### src/include/tpu_defines.svh
`ifndef TPU_DEFINES_SVH
`define TPU_DEFINES_SVH

// Register offsets
`define TPU_OFS_BASE_EN     8'h20
`define TPU_OFS_BASE_STAT   8'h21
`define TPU_OFS_PRESC       8'h23
`define TPU_OFS_T0_MODE     8'h24
`define TPU_OFS_T0_COUNT    8'h25
`define TPU_OFS_T1_MODE     8'h26
`define TPU_OFS_T1_COUNT    8'h27
`define TPU_OFS_IRQ_REQ     8'h3c
`define TPU_OFS_IRQ_EN      8'h3e

// Field positions
`define TPU_BIT_PRESC_CLEAR 7
`define TPU_BIT_PRESC_RUN   6
`define TPU_BIT_PRESC_SRC   5
`define TPU_BIT_STAT_CLEAR  7
`define TPU_BIT_TM_RELOAD   4
`define TPU_BIT_T0_ENABLE   5
`define TPU_BIT_T1_LF       3
`define TPU_BIT_IRQ_T0      2
`define TPU_BIT_IRQ_T1      3
`define TPU_BIT_IRQ_BT      5

// Reset values and writable masks
`define TPU_RST_BYTE        8'h00
`define TPU_MASK_T0_MODE    8'h37
`define TPU_MASK_T1_MODE    8'h1f
`define TPU_MASK_IRQ        8'h7f
`define TPU_MASK_RATE       8'h1f

// Divider taps: log2 of the division from the low-frequency clock
`define TPU_TAP_2HZ         5'd14
`define TPU_TAP_8HZ         5'd12
`define TPU_TAP_64HZ        5'd9
`define TPU_TAP_256HZ       5'd7
`define TPU_TAP_2048HZ      5'd4
`define TPU_TAP_LF_256      5'd8
`define TPU_TAP_LF_128      5'd7
`define TPU_TAP_LF_64       5'd6

`endif

### src/include/tpu_pkg.sv
package tpu_pkg;
    typedef logic [7:0]  tpu_byte_t;
    typedef logic [15:0] tpu_chain_t;
    typedef logic [4:0]  tpu_rate_t;
    typedef logic [4:0]  tpu_tap_t;
endpackage : tpu_pkg

### src/include/tpu_timer_if.sv
`timescale 1ns/1ns
`default_nettype none
interface tpu_timer_if;
    import tpu_pkg::*;
    logic      tick;
    logic      enable;
    logic      reload_en;
    logic      load;
    tpu_byte_t load_value;
    tpu_byte_t count;
    logic      overflow;
    modport ctrl  (output tick, enable, reload_en, load, load_value,
                   input  count, overflow);
    modport timer (input  tick, enable, reload_en, load, load_value,
                   output count, overflow);
endinterface : tpu_timer_if
`default_nettype wire

### src/verilog/tpu_pin_sync.sv
`timescale 1ns/1ns
`default_nettype none
module tpu_pin_sync
(
    // Clock and reset
    input  wire logic clk,
    input  wire logic reset,
    // Asynchronous pin and its rising-edge pulse
    input  wire logic pin_in,
    output logic      rise
);
    logic [2:0] sync_reg;
    logic [2:0] sync_next;
    logic       level_reg;
    logic       level_next;
    logic       rise_reg;
    logic       rise_next;

    always_comb
    begin
        sync_next  = {sync_reg[1:0], pin_in};
        level_next = level_reg;
        rise_next  = 1'b0;
        // A change counts only once stages two and three agree
        if (sync_reg[1] == sync_reg[2])
        begin
            level_next = sync_reg[2];
            rise_next  = sync_reg[2] & ~level_reg;
        end
    end

    always_ff @(posedge clk)
    begin
        if (reset)
        begin
            sync_reg  <= 3'h0;
            level_reg <= 1'b0;
            rise_reg  <= 1'b0;
        end
        else
        begin
            sync_reg  <= sync_next;
            level_reg <= level_next;
            rise_reg  <= rise_next;
        end
    end

    assign rise = rise_reg;
endmodule : tpu_pin_sync
`default_nettype wire

### src/verilog/tpu_timer8.sv
`timescale 1ns/1ns
`default_nettype none
`include "tpu_defines.svh"
module tpu_timer8
    import tpu_pkg::*;
(
    // Clock and reset
    input  wire logic clk,
    input  wire logic reset,
    // Control side
    tpu_timer_if.timer tif
);
    tpu_byte_t count_reg;
    tpu_byte_t count_next;
    tpu_byte_t reload_reg;
    tpu_byte_t reload_next;
    logic      step;

    // A software load wins over a count tick in the same cycle
    assign step         = tif.tick & tif.enable & ~tif.load;
    assign tif.overflow = step & (count_reg == 8'hff);
    assign tif.count    = count_reg;

    always_comb
    begin
        count_next  = count_reg;
        reload_next = reload_reg;
        if (tif.load)
        begin
            count_next  = tif.load_value;
            reload_next = tif.load_value;
        end
        else if (tif.overflow)
        begin
            count_next = tif.reload_en ? reload_reg : 8'h00;
        end
        else if (step)
        begin
            count_next = count_reg + 8'h01;
        end
    end

    always_ff @(posedge clk)
    begin
        if (reset)
        begin
            count_reg  <= `TPU_RST_BYTE;
            reload_reg <= `TPU_RST_BYTE;
        end
        else
        begin
            count_reg  <= count_next;
            reload_reg <= reload_next;
        end
    end
endmodule : tpu_timer8
`default_nettype wire

### src/verilog/tpu_timer_prescaler_unit.sv
`timescale 1ns/1ns
`default_nettype none
`include "tpu_defines.svh"
module tpu_timer_prescaler_unit
    import tpu_pkg::*;
(
    // Clock and reset
    input  wire logic          clk,
    input  wire logic          reset,
    // Register port
    input  wire tpu_pkg::tpu_byte_t bus_addr,
    input  wire tpu_pkg::tpu_byte_t bus_wdata,
    input  wire logic          bus_wr,
    input  wire logic          bus_rd,
    output tpu_pkg::tpu_byte_t bus_rdata,
    // Pins and clocks from outside this domain
    input  wire logic          external_event_input,
    input  wire logic          low_freq_clock,
    input  wire logic          baud_gen_clock,
    // Processor state
    input  wire logic          cpu_standby,
    // Interrupt requests
    output logic               timer0_irq_request,
    output logic               timer1_irq_request,
    output logic               base_timer_irq_request
);
    import tpu_pkg::*;

    ////////////////////////////////////////////////////////////////////////////

    localparam int RATES = 5;

    // Carry out of the low k bits of a chain on its next event
    function automatic logic tpu_carry(input tpu_chain_t cnt, input tpu_tap_t k);
        tpu_chain_t mask;
        mask = tpu_chain_t'((17'h1 << k) - 17'h1);
        return &(cnt | ~mask);
    endfunction : tpu_carry

    // Timer-clock division code to chain tap
    function automatic tpu_tap_t tpu_prescaled_timer_clock_tap(input logic [2:0] code);
        tpu_tap_t k;
        k = 5'd16;
        case (code)
            3'h0:    k = 5'd16;
            3'h1:    k = 5'd15;
            3'h2:    k = 5'd13;
            3'h3:    k = 5'd11;
            3'h4:    k = 5'd8;
            3'h5:    k = 5'd5;
            3'h6:    k = 5'd3;
            3'h7:    k = 5'd1;
            default: k = 5'd16;
        endcase
        return k;
    endfunction : tpu_prescaled_timer_clock_tap

    // Decoded write to one register offset
    function automatic logic tpu_wr_hit(input logic wr, input tpu_byte_t addr,
                                        input tpu_byte_t ofs);
        return wr & (addr == ofs);
    endfunction : tpu_wr_hit

    ////////////////////////////////////////////////////////////////////////////
    // Pin synchronisers

    logic ext_rise;
    logic lf_rise;
    logic bgr_rise;

    tpu_pin_sync u_sync_ext
    (
        .clk    (clk),
        .reset  (reset),
        .pin_in (external_event_input),
        .rise   (ext_rise)
    );

    tpu_pin_sync u_sync_lf
    (
        .clk    (clk),
        .reset  (reset),
        .pin_in (low_freq_clock),
        .rise   (lf_rise)
    );

    tpu_pin_sync u_sync_bgr
    (
        .clk    (clk),
        .reset  (reset),
        .pin_in (baud_gen_clock),
        .rise   (bgr_rise)
    );

    ////////////////////////////////////////////////////////////////////////////
    // Register state

    tpu_rate_t  base_en_reg;
    tpu_rate_t  base_en_next;
    tpu_rate_t  base_stat_reg;
    tpu_rate_t  base_stat_next;
    logic       presc_run_reg;
    logic       presc_run_next;
    logic       presc_src_reg;
    logic       presc_src_next;
    tpu_chain_t prescaled_timer_clock_cnt_reg;
    tpu_chain_t prescaled_timer_clock_cnt_next;
    tpu_chain_t lf_cnt_reg;
    tpu_chain_t lf_cnt_next;
    tpu_byte_t  t0_mode_reg;
    tpu_byte_t  t0_mode_next;
    tpu_byte_t  t1_mode_reg;
    tpu_byte_t  t1_mode_next;
    tpu_byte_t  irq_req_reg;
    tpu_byte_t  irq_req_next;
    tpu_byte_t  irq_en_reg;
    tpu_byte_t  irq_en_next;
    tpu_byte_t  rdata_reg;
    tpu_byte_t  rdata_next;

    logic       wr_presc;
    logic       wr_stat;
    logic       prescaled_timer_clock_ev;
    tpu_rate_t  rate_ovf;
    tpu_rate_t  rate_hit;
    logic       bt_event;
    logic       t1_tick;

    tpu_timer_if t0_if ();
    tpu_timer_if t1_if ();

    localparam tpu_tap_t RATE_TAP [RATES] = '{`TPU_TAP_2HZ, `TPU_TAP_8HZ,
        `TPU_TAP_64HZ, `TPU_TAP_256HZ, `TPU_TAP_2048HZ};

    assign wr_presc = tpu_wr_hit(bus_wr, bus_addr, `TPU_OFS_PRESC);
    assign wr_stat  = tpu_wr_hit(bus_wr, bus_addr, `TPU_OFS_BASE_STAT);

    ////////////////////////////////////////////////////////////////////////////
    // Prescalers

    // Timer clock event: system clock every cycle or a synchronised edge
    assign prescaled_timer_clock_ev = presc_run_reg & (presc_src_reg ? ext_rise : 1'b1);

    always_comb
    begin
        presc_run_next = presc_run_reg;
        presc_src_next = presc_src_reg;
        prescaled_timer_clock_cnt_next  = prescaled_timer_clock_cnt_reg;
        if (prescaled_timer_clock_ev)
        begin
            prescaled_timer_clock_cnt_next = prescaled_timer_clock_cnt_reg + 16'h0001;
        end
        if (wr_presc)
        begin
            presc_run_next = bus_wdata[`TPU_BIT_PRESC_RUN];
            presc_src_next = bus_wdata[`TPU_BIT_PRESC_SRC];
            if (bus_wdata[`TPU_BIT_PRESC_CLEAR])
            begin
                prescaled_timer_clock_cnt_next = 16'h0000;
            end
        end
        // The low chain ignores software and standby entirely
        lf_cnt_next = lf_rise ? lf_cnt_reg + 16'h0001 : lf_cnt_reg;
    end

    always_ff @(posedge clk)
    begin
        if (reset)
        begin
            presc_run_reg <= 1'b0;
            presc_src_reg <= 1'b0;
            prescaled_timer_clock_cnt_reg  <= 16'h0000;
            lf_cnt_reg    <= 16'h0000;
        end
        else
        begin
            presc_run_reg <= presc_run_next;
            presc_src_reg <= presc_src_next;
            prescaled_timer_clock_cnt_reg  <= prescaled_timer_clock_cnt_next;
            lf_cnt_reg    <= lf_cnt_next;
        end
    end

    ////////////////////////////////////////////////////////////////////////////
    // Base timer

    always_comb
    begin
        for (int i = 0; i < RATES; i++)
        begin
            rate_ovf[i] = lf_rise & tpu_carry(lf_cnt_reg, RATE_TAP[i]);
        end
    end

    assign rate_hit = rate_ovf & base_en_reg;
    assign bt_event = |rate_hit;

    always_comb
    begin
        base_en_next   = base_en_reg;
        base_stat_next = base_stat_reg;
        if (tpu_wr_hit(bus_wr, bus_addr, `TPU_OFS_BASE_EN))
        begin
            base_en_next = bus_wdata[4:0];
        end
        // Software must clear after service, or later rates pile up here
        if (wr_stat && bus_wdata[`TPU_BIT_STAT_CLEAR])
        begin
            base_stat_next = 5'h00;
        end
        // A rate that fires in the clearing cycle is kept
        base_stat_next = base_stat_next | rate_hit;
    end

    always_ff @(posedge clk)
    begin
        if (reset)
        begin
            base_en_reg   <= 5'h00;
            base_stat_reg <= 5'h00;
        end
        else
        begin
            base_en_reg   <= base_en_next;
            base_stat_reg <= base_stat_next;
        end
    end

    ////////////////////////////////////////////////////////////////////////////
    // Timer 0 and timer 1

    assign t0_if.tick       = prescaled_timer_clock_ev & tpu_carry(prescaled_timer_clock_cnt_reg,
                                                  tpu_prescaled_timer_clock_tap(t0_mode_reg[2:0]));
    assign t0_if.enable     = t0_mode_reg[`TPU_BIT_T0_ENABLE];
    assign t0_if.reload_en  = t0_mode_reg[`TPU_BIT_TM_RELOAD];
    assign t0_if.load       = tpu_wr_hit(bus_wr, bus_addr, `TPU_OFS_T0_COUNT);
    assign t0_if.load_value = bus_wdata;

    // At divide-by-256 timer 1 steps on each prescaler carry, so with the
    // external source the pair is one 16-bit event counter
    always_comb
    begin
        t1_tick = 1'b0;
        if (!t1_mode_reg[`TPU_BIT_T1_LF])
        begin
            t1_tick = prescaled_timer_clock_ev & tpu_carry(prescaled_timer_clock_cnt_reg,
                                          tpu_prescaled_timer_clock_tap(t1_mode_reg[2:0]));
        end
        else
        begin
            case (t1_mode_reg[2:0])
                3'h0:    t1_tick = lf_rise & tpu_carry(lf_cnt_reg, `TPU_TAP_LF_256);
                3'h1:    t1_tick = lf_rise & tpu_carry(lf_cnt_reg, `TPU_TAP_LF_128);
                3'h2:    t1_tick = lf_rise & tpu_carry(lf_cnt_reg, `TPU_TAP_LF_64);
                3'h3:    t1_tick = bgr_rise;
                default: t1_tick = 1'b0;
            endcase
        end
    end

    assign t1_if.tick       = t1_tick;
    assign t1_if.enable     = ~cpu_standby;
    assign t1_if.reload_en  = t1_mode_reg[`TPU_BIT_TM_RELOAD];
    assign t1_if.load       = tpu_wr_hit(bus_wr, bus_addr, `TPU_OFS_T1_COUNT);
    assign t1_if.load_value = bus_wdata;

    tpu_timer8 u_timer0
    (
        .clk   (clk),
        .reset (reset),
        .tif   (t0_if.timer)
    );

    tpu_timer8 u_timer1
    (
        .clk   (clk),
        .reset (reset),
        .tif   (t1_if.timer)
    );

    ////////////////////////////////////////////////////////////////////////////
    // Modes and interrupt registers

    always_comb
    begin
        t0_mode_next = t0_mode_reg;
        t1_mode_next = t1_mode_reg;
        irq_en_next  = irq_en_reg;
        irq_req_next = irq_req_reg;
        if (tpu_wr_hit(bus_wr, bus_addr, `TPU_OFS_T0_MODE))
        begin
            t0_mode_next = bus_wdata & `TPU_MASK_T0_MODE;
        end
        if (tpu_wr_hit(bus_wr, bus_addr, `TPU_OFS_T1_MODE))
        begin
            t1_mode_next = bus_wdata & `TPU_MASK_T1_MODE;
        end
        if (tpu_wr_hit(bus_wr, bus_addr, `TPU_OFS_IRQ_EN))
        begin
            irq_en_next = bus_wdata & `TPU_MASK_IRQ;
        end
        if (tpu_wr_hit(bus_wr, bus_addr, `TPU_OFS_IRQ_REQ))
        begin
            irq_req_next = bus_wdata & `TPU_MASK_IRQ;
        end
        // Events are ORed in after the write so a set is never lost
        if (t0_if.overflow && irq_en_reg[`TPU_BIT_IRQ_T0])
        begin
            irq_req_next[`TPU_BIT_IRQ_T0] = 1'b1;
        end
        if (t1_if.overflow && irq_en_reg[`TPU_BIT_IRQ_T1])
        begin
            irq_req_next[`TPU_BIT_IRQ_T1] = 1'b1;
        end
        if (bt_event && irq_en_reg[`TPU_BIT_IRQ_BT])
        begin
            irq_req_next[`TPU_BIT_IRQ_BT] = 1'b1;
        end
    end

    always_ff @(posedge clk)
    begin
        if (reset)
        begin
            t0_mode_reg <= `TPU_RST_BYTE;
            t1_mode_reg <= `TPU_RST_BYTE;
            irq_en_reg  <= `TPU_RST_BYTE;
            irq_req_reg <= `TPU_RST_BYTE;
        end
        else
        begin
            t0_mode_reg <= t0_mode_next;
            t1_mode_reg <= t1_mode_next;
            irq_en_reg  <= irq_en_next;
            irq_req_reg <= irq_req_next;
        end
    end

    ////////////////////////////////////////////////////////////////////////////
    // Read port: data stand one cycle after the strobe, zero otherwise

    always_comb
    begin
        rdata_next = 8'h00;
        if (bus_rd)
        begin
            case (bus_addr)
                `TPU_OFS_BASE_EN:   rdata_next = {3'h0, base_en_reg};
                `TPU_OFS_BASE_STAT: rdata_next = {3'h0, base_stat_reg};
                `TPU_OFS_PRESC:     rdata_next = prescaled_timer_clock_cnt_reg[7:0];
                `TPU_OFS_T0_MODE:   rdata_next = t0_mode_reg;
                `TPU_OFS_T0_COUNT:  rdata_next = t0_if.count;
                `TPU_OFS_T1_MODE:   rdata_next = t1_mode_reg;
                `TPU_OFS_T1_COUNT:  rdata_next = t1_if.count;
                `TPU_OFS_IRQ_REQ:   rdata_next = irq_req_reg;
                `TPU_OFS_IRQ_EN:    rdata_next = irq_en_reg;
                default:            rdata_next = 8'h00;
            endcase
        end
    end

    always_ff @(posedge clk)
    begin
        if (reset)
        begin
            rdata_reg <= 8'h00;
        end
        else
        begin
            rdata_reg <= rdata_next;
        end
    end

    assign bus_rdata              = rdata_reg;
    assign timer0_irq_request     = irq_req_reg[`TPU_BIT_IRQ_T0];
    assign timer1_irq_request     = irq_req_reg[`TPU_BIT_IRQ_T1];
    assign base_timer_irq_request = irq_req_reg[`TPU_BIT_IRQ_BT];
endmodule : tpu_timer_prescaler_unit
`default_nettype wire
### config.mk
export PLATFORM = sky130hd
export DESIGN_NAME = tpu_timer_prescaler_unit
export DESIGN_NICKNAME = d
export VERILOG_FILES = /design/src/include/tpu_pkg.sv /design/src/include/tpu_timer_if.sv /design/src/verilog/tpu_pin_sync.sv /design/src/verilog/tpu_timer8.sv /design/src/verilog/tpu_timer_prescaler_unit.sv
export VERILOG_INCLUDE_DIRS = /design/src /design/src/include
export SDC_FILE = /design/constraint.sdc
export NUM_CORES = 1
export LEC_CHECK = 0
export ABC_CLOCK_PERIOD_IN_PS = 5250
export BUFFER_PORTS_ARGS = -buffer_cell sky130_fd_sc_hd__buf_2
export CAP_MARGIN = 20
export CORE_ASPECT_RATIO = 1.75
export CORE_MARGIN = 4
export CORE_UTILIZATION = 45
export CTS_CLUSTER_DIAMETER = 100
export DETAILED_ROUTE_END_ITERATION = 10
export HOLD_SLACK_MARGIN = 0.1
export PLACE_DENSITY = 0.71
export SYNTH_ARGS = -nofsm -noshare
export SYNTH_HDL_FRONTEND = slang
export SYNTH_HIERARCHICAL = 1
export SYNTH_SLANG_ARGS = --single-unit
### constraint.sdc
create_clock -name clk -period 5.25 [get_ports clk]
set_input_delay 1.3125 -clock clk [delete_from_list [all_inputs] [get_ports clk]]
set_output_delay 1.3125 -clock clk [all_outputs]
set_load 0.05 [all_outputs]
=== Word level (Yosys, flattened, before mapping) ===
Memory sizes are Yosys's and may differ from the RTL's. A register that Yosys moved wholly into a read port is not among the register bits.
Index checks and enable logic that the tools add are counted.

* ROM bits: 80
* Memories kept: 2
* Register bits after elaboration: 123
* Output and inout port bits: 11

{| class="wikitable"
|+ Memory list
! memory !! words !! bits a word !! read ports !! clocked after memory_dff !! write ports !! line !! source
|-
| (no name shown) || 8 || 5 || 1 || 1 || 0 || tpu_timer_prescaler_unit.sv:44 || <nowiki>case (code)</nowiki>
|-
| (no name shown) || 8 || 5 || 1 || 1 || 0 || tpu_timer_prescaler_unit.sv:44 ||
|}

* Multiplexer cells: 25
* Add/sub/neg operators: 6
* Shift operators: 2
* Bitwise logic cells: 44
* Eq/ne operators: 17
* Reductions and logical operators: 24

{| class="wikitable"
|+ Operators by type and width
! operator !! number
|-
| $eq 8x6->1 const B || 9
|-
| $pmux 8 s9 || 1
|-
| $mux 8 || 8
|-
| $mux 16 || 3
|-
| $add 16x1->16 const B || 2
|-
| $not 16->16 || 2
|-
| $or 16x16->16 || 2
|-
| $reduce_and 16->1 || 2
|-
| $shl 1x5->16 const A || 2
|-
| $sub 16x1->16 const B || 2
|-
| $and 1x1->1 || 28
|-
| $add 8x1->8 const B || 2
|-
| $eq 8x8->1 const B || 2
|-
| $reduce_and 14->1 || 1
|-
| $mux 3 || 4
|-
| $reduce_and 12->1 || 1
|-
| $mux 5 || 2
|-
| $not 1->1 || 10
|-
| $reduce_and 9->1 || 1
|-
| $reduce_and 8->1 || 1
|-
| $reduce_or 2->1 || 4
|-
| $reduce_and 7->1 || 1
|-
| $eq 3x2->1 const B || 2
|-
| $mux 6 || 1
|-
| 13 further kinds || 25
|}

=== Depth between registers and ports, before layout ===
* Depth in word-level cells: 13
* Mapped depth: 15
* Mapped depth without buffers: 12

=== Hierarchy ===
Netlist, hierarchy kept.

{| class="wikitable"
|+ Modules (own cells, without submodules)
! module !! cells each !! instances !! area an instance (um^2) !! seq. area each (um^2)
|-
| tpu_timer_prescaler_unit || 555 || 1 || 4714.5 || 1681.6
|-
| tpu_timer8 || 100 || 2 || 895.9 || 320.3
|-
| tpu_pin_sync || 12 || 3 || 148.9 || 100.1
|}

=== Least setup slack after synthesis ===
OpenSTA, ideal clock, no wires.

* Path kind: reg2reg
* Start point: register with a tool-made name
* End point: register u_timer1.count_reg[0], in the netlist u_timer1/tif.count[0]
* Path buffers: 2
* Setup time: 0.075 ns
* Path slack: 1.542 ns
* Arrival time: 3.633 ns
* Cell stages (with the launch flop): 15
* Path through: dfxtp_1 > clkbuf_1 > nor3_1 > nand3_1 > ha_1 > clkbuf_1 > and2_1 > o311a_1 > nor4_1 > o2111ai_1 > o32ai_1 > nand3b_4 > nor3_4 > mux2_2 > o22ai_1

{| class="wikitable"
|+ RTL lines
! what !! line !! source
|-
| end signal: assignment || tpu_timer8.sv:47 || <nowiki>count_reg <= `TPU_RST_BYTE;</nowiki>
|-
| end signal: assignment || tpu_timer8.sv:52 || <nowiki>count_reg <= count_next;</nowiki>
|-
| end: declaration || tpu_timer8.sv:13 || <nowiki>tpu_byte_t count_reg;</nowiki>
|}

==> flow_summary_export.csv <==
group,metric,value,unit
clock_tree,cts_tree,"yes",
yosys,ys_warn_count,6,
power,clkPwrFrac,51.7,%
die,ioPinCount,35,
setup_path,critPathBufInv,1,
final_layout,stdcell_count,1000,
timing,final.setup.tns,0,ps
timing,finalSetupViolCount,0,
route,wl_met1,6850,µm
route,drt_wl_total,18700,µm
outcome,status,"completed",
final_layout,largest_register_ffs,16,
setup_path,worstSetupStartpointType,"flop",
setup_path,critPathKind,"reg2reg",
yosys,synth_area_leaders,"dfxtp_1 38%, mux2i_1 5.3%, nor2_1 5.1%",
power,p_leak,0.00284,µW
placed_design,io_buffers,34,
die,die_h,172,µm
yosys,syn_inst,791,
timing,fin_crit_sh,71.7,%
clock_tree,h-tree-depth,4,
route,drc,0,
clock_tree,post_cts_buffers,0,
worst_hold_path,hp-class,"reg2reg",
worst_hold_path,hold_start,"u_sync_lf/sync_reg[0]",
placed_design,hpwl,13600,µm
clock_tree,cts.reportedPaths.clkPinSlew,60,ps
timing,slew_violations,0,
power,cellPowerDensity,287,nW/µm²
power,switchingPower,544,µW
power,p_sw_share,24.4,%
setup_path,required,5600,ps
final_layout,diodes,0,
yosys,synth_top_cell_area_share,37.7,%
timing,max_freq,0.266,GHz
global_route,antenna_found_initial,1,
clock_tree,worstSkewPairLatency,430,ps
final_layout,final_cell_mix,"131 x dfxtp_1, 94 x nor2_1, 62 x nand2_1",
route,dr.pass1.iters,8,
yosys,syn_nets,830,
clock_tree,cts_buffer_depth,2,
power,peakVddDrop,0.000212,V
timing,tightest_slew,634,ps
route,wl_per_cell,18.7,µm
die,dieWidth,102,µm
setup_path,crit_fanout,14,
global_route,grt_overflow,0,
clock_tree,clock-root-buffer,"clkbuf_16",
die,rows,59,
clock_tree,cts_resized,0,
route,final_antenna_net_count,0,
timing,rsz0062_at_grt,"false",
yosys,synth-edff-count,0,
yosys,ys_seq_area_share,37.7,%
yosys,yosys_register_bits,131,
global_route,grt_pass1_vias,5811,
placed_design,gp_congestion,0.894,
setup_path,endpoint_kind,"flop",
clock_tree,cts_buffers,17,
route,wl_met3,1240,µm
die,die-area,17600,µm²
setup_path,path_cells,"nor3_1 > nand3_1 > ha_1 > and2_1 > o311a_1 > nor4_1 > o2111ai_1 > o32ai_1 > buf_4 > nand3b_4 > nor3_4 > mux2_2 > o22ai_1",
clock_tree,cts_hold_buf,0,
power,power_frac_seq,45.0,%
die,start_util,46.4,%
power,p_int,1690,µW
route,via_count,6038,
setup_path,slowest_stage,"dfxtp_1",
final_layout,drive_gt1_share,14.2,%
power,pwr-share-comb,3.3,%
setup_path,cpPeakStageDelay,440,ps
yosys,synth_area,6950,µm²
global_route,grt_pass1_wl,30000,µm
yosys,syn_avg_cell_area,8.79,µm²
yosys,yosysTopAreaCell,"dfxtp_1",
timing,final.min_clock_period,3770,ps
yosys,synth_ff_type,"dfxtp_1",
timing,hold_viol,0,
final_layout,final_common_cell,"dfxtp_1",
route,drt_iter0_markers,474,
yosys,synth-async-reset-ratio,0,%
die,core,15000,µm²
yosys,yosys.cell_types.count,79,
final_layout,fin_nets,843,
setup_path,path_delay_family,"simple AND/OR/NAND/NOR gates",
final_layout,synthToLayoutAreaGrowth,11.7,%
run,drv_cap,0,
timing,slew_headroom,57.4,%
timing,fin_worst_skew,9.38,ps
global_route,grt_max_degree,45,
placed_design,placed_cells,968,
route,highest_layer,"met5",
setup_path,cp.arrival,4120,ps
clock_tree,cts_sinks,131,
global_route,grtUsageTotal,22.1,%
route,viasPerCell,6.04,
route,wl_met2,9690,µm
-- metal layers --
metal	track usage (%)	vias up
met5	0	-
met4	12.0	2
met3	5.21	71
met2	39.5	239
met1	23.3	2824
li1	-	2902
-- cells in the mapped netlist, drive strengths merged, types with 14 or more instances --
library cell,count
a21oi,43
buf,15
clkbuf,33
dfxtp,131
ha,15
inv,19
mux2,16
mux2i,37
nand2,62
nand3,45
nand4,14
nor2,96
nor2b,16
nor3,21
o21ai,17
xnor2,25
-- kinds of logic after synthesis --
| family | after synthesis | synth area share (%) |
|---|---|---|
| mux | 55 | 8.57 |
| simple gates | 321 | 25.3 |
| compound gates | 167 | 17.1 |
| fa+ha+maj | 15 | 2.70 |
| xor+xnor | 35 | 4.41 |
| buf+inv | 67 | 4.23 |
| flops | 131 | 37.7 |
-- through the flow --
step | worst slack, ps | instance area (µm²) | power (µW) | hold WS [ps] | util (%)
after floorplan | 1540 | 6950 | 1060 | 414 | -
after global placement | 1380 | 7190 | 1100 | 418 | 48.0
after detailed placement | 1250 | 7190 | 1100 | 428 | 48.0
after CTS | 1480 | 7760 | 2240 | 444 | 51.8
after global routing | 1100 | 7760 | 2290 | 458 | 51.8
final | 1480 | 7760 | 2230 | 439 | 51.8
-- cell type report --
type,count,area (µm²)
timing repair buffer,42,233
sequential,131,2620
fill,1451,7220
clock inverter,14,144
clock buffer,18,429
inverter,19,71.3
multi-input combinational,593,4040
tap,183,229
-- power by group through the flow --
stage | Sequential [µW] | Combinational, µW | Clock, µW
2_1_floorplan | 1020 | 39.4 | 0
3_3_place_gp | 1030 | 72.2 | 0
3_5_place_dp | 1030 | 72.8 | 0
4_1_cts | 1000 | 73.0 | 1170
5_1_grt | 1000 | 78.8 | 1210
6_report | 1000 | 74.3 | 1150
-- path summary, 6_finish.rpt --
| path | end | slack (ps) | depth (start not counted) |
|---|---|---|---|
| max | u_timer1/tif.count[0] | 1480 | 13 |
| min reg2reg | u_sync_lf/sync_reg[1] | 440 | 1 |
| max reg2reg | u_timer1/tif.count[0] | 1480 | 13 |
| min | u_sync_lf/sync_reg[1] | 440 | 1 |
(Power assumes the default switching activity.)
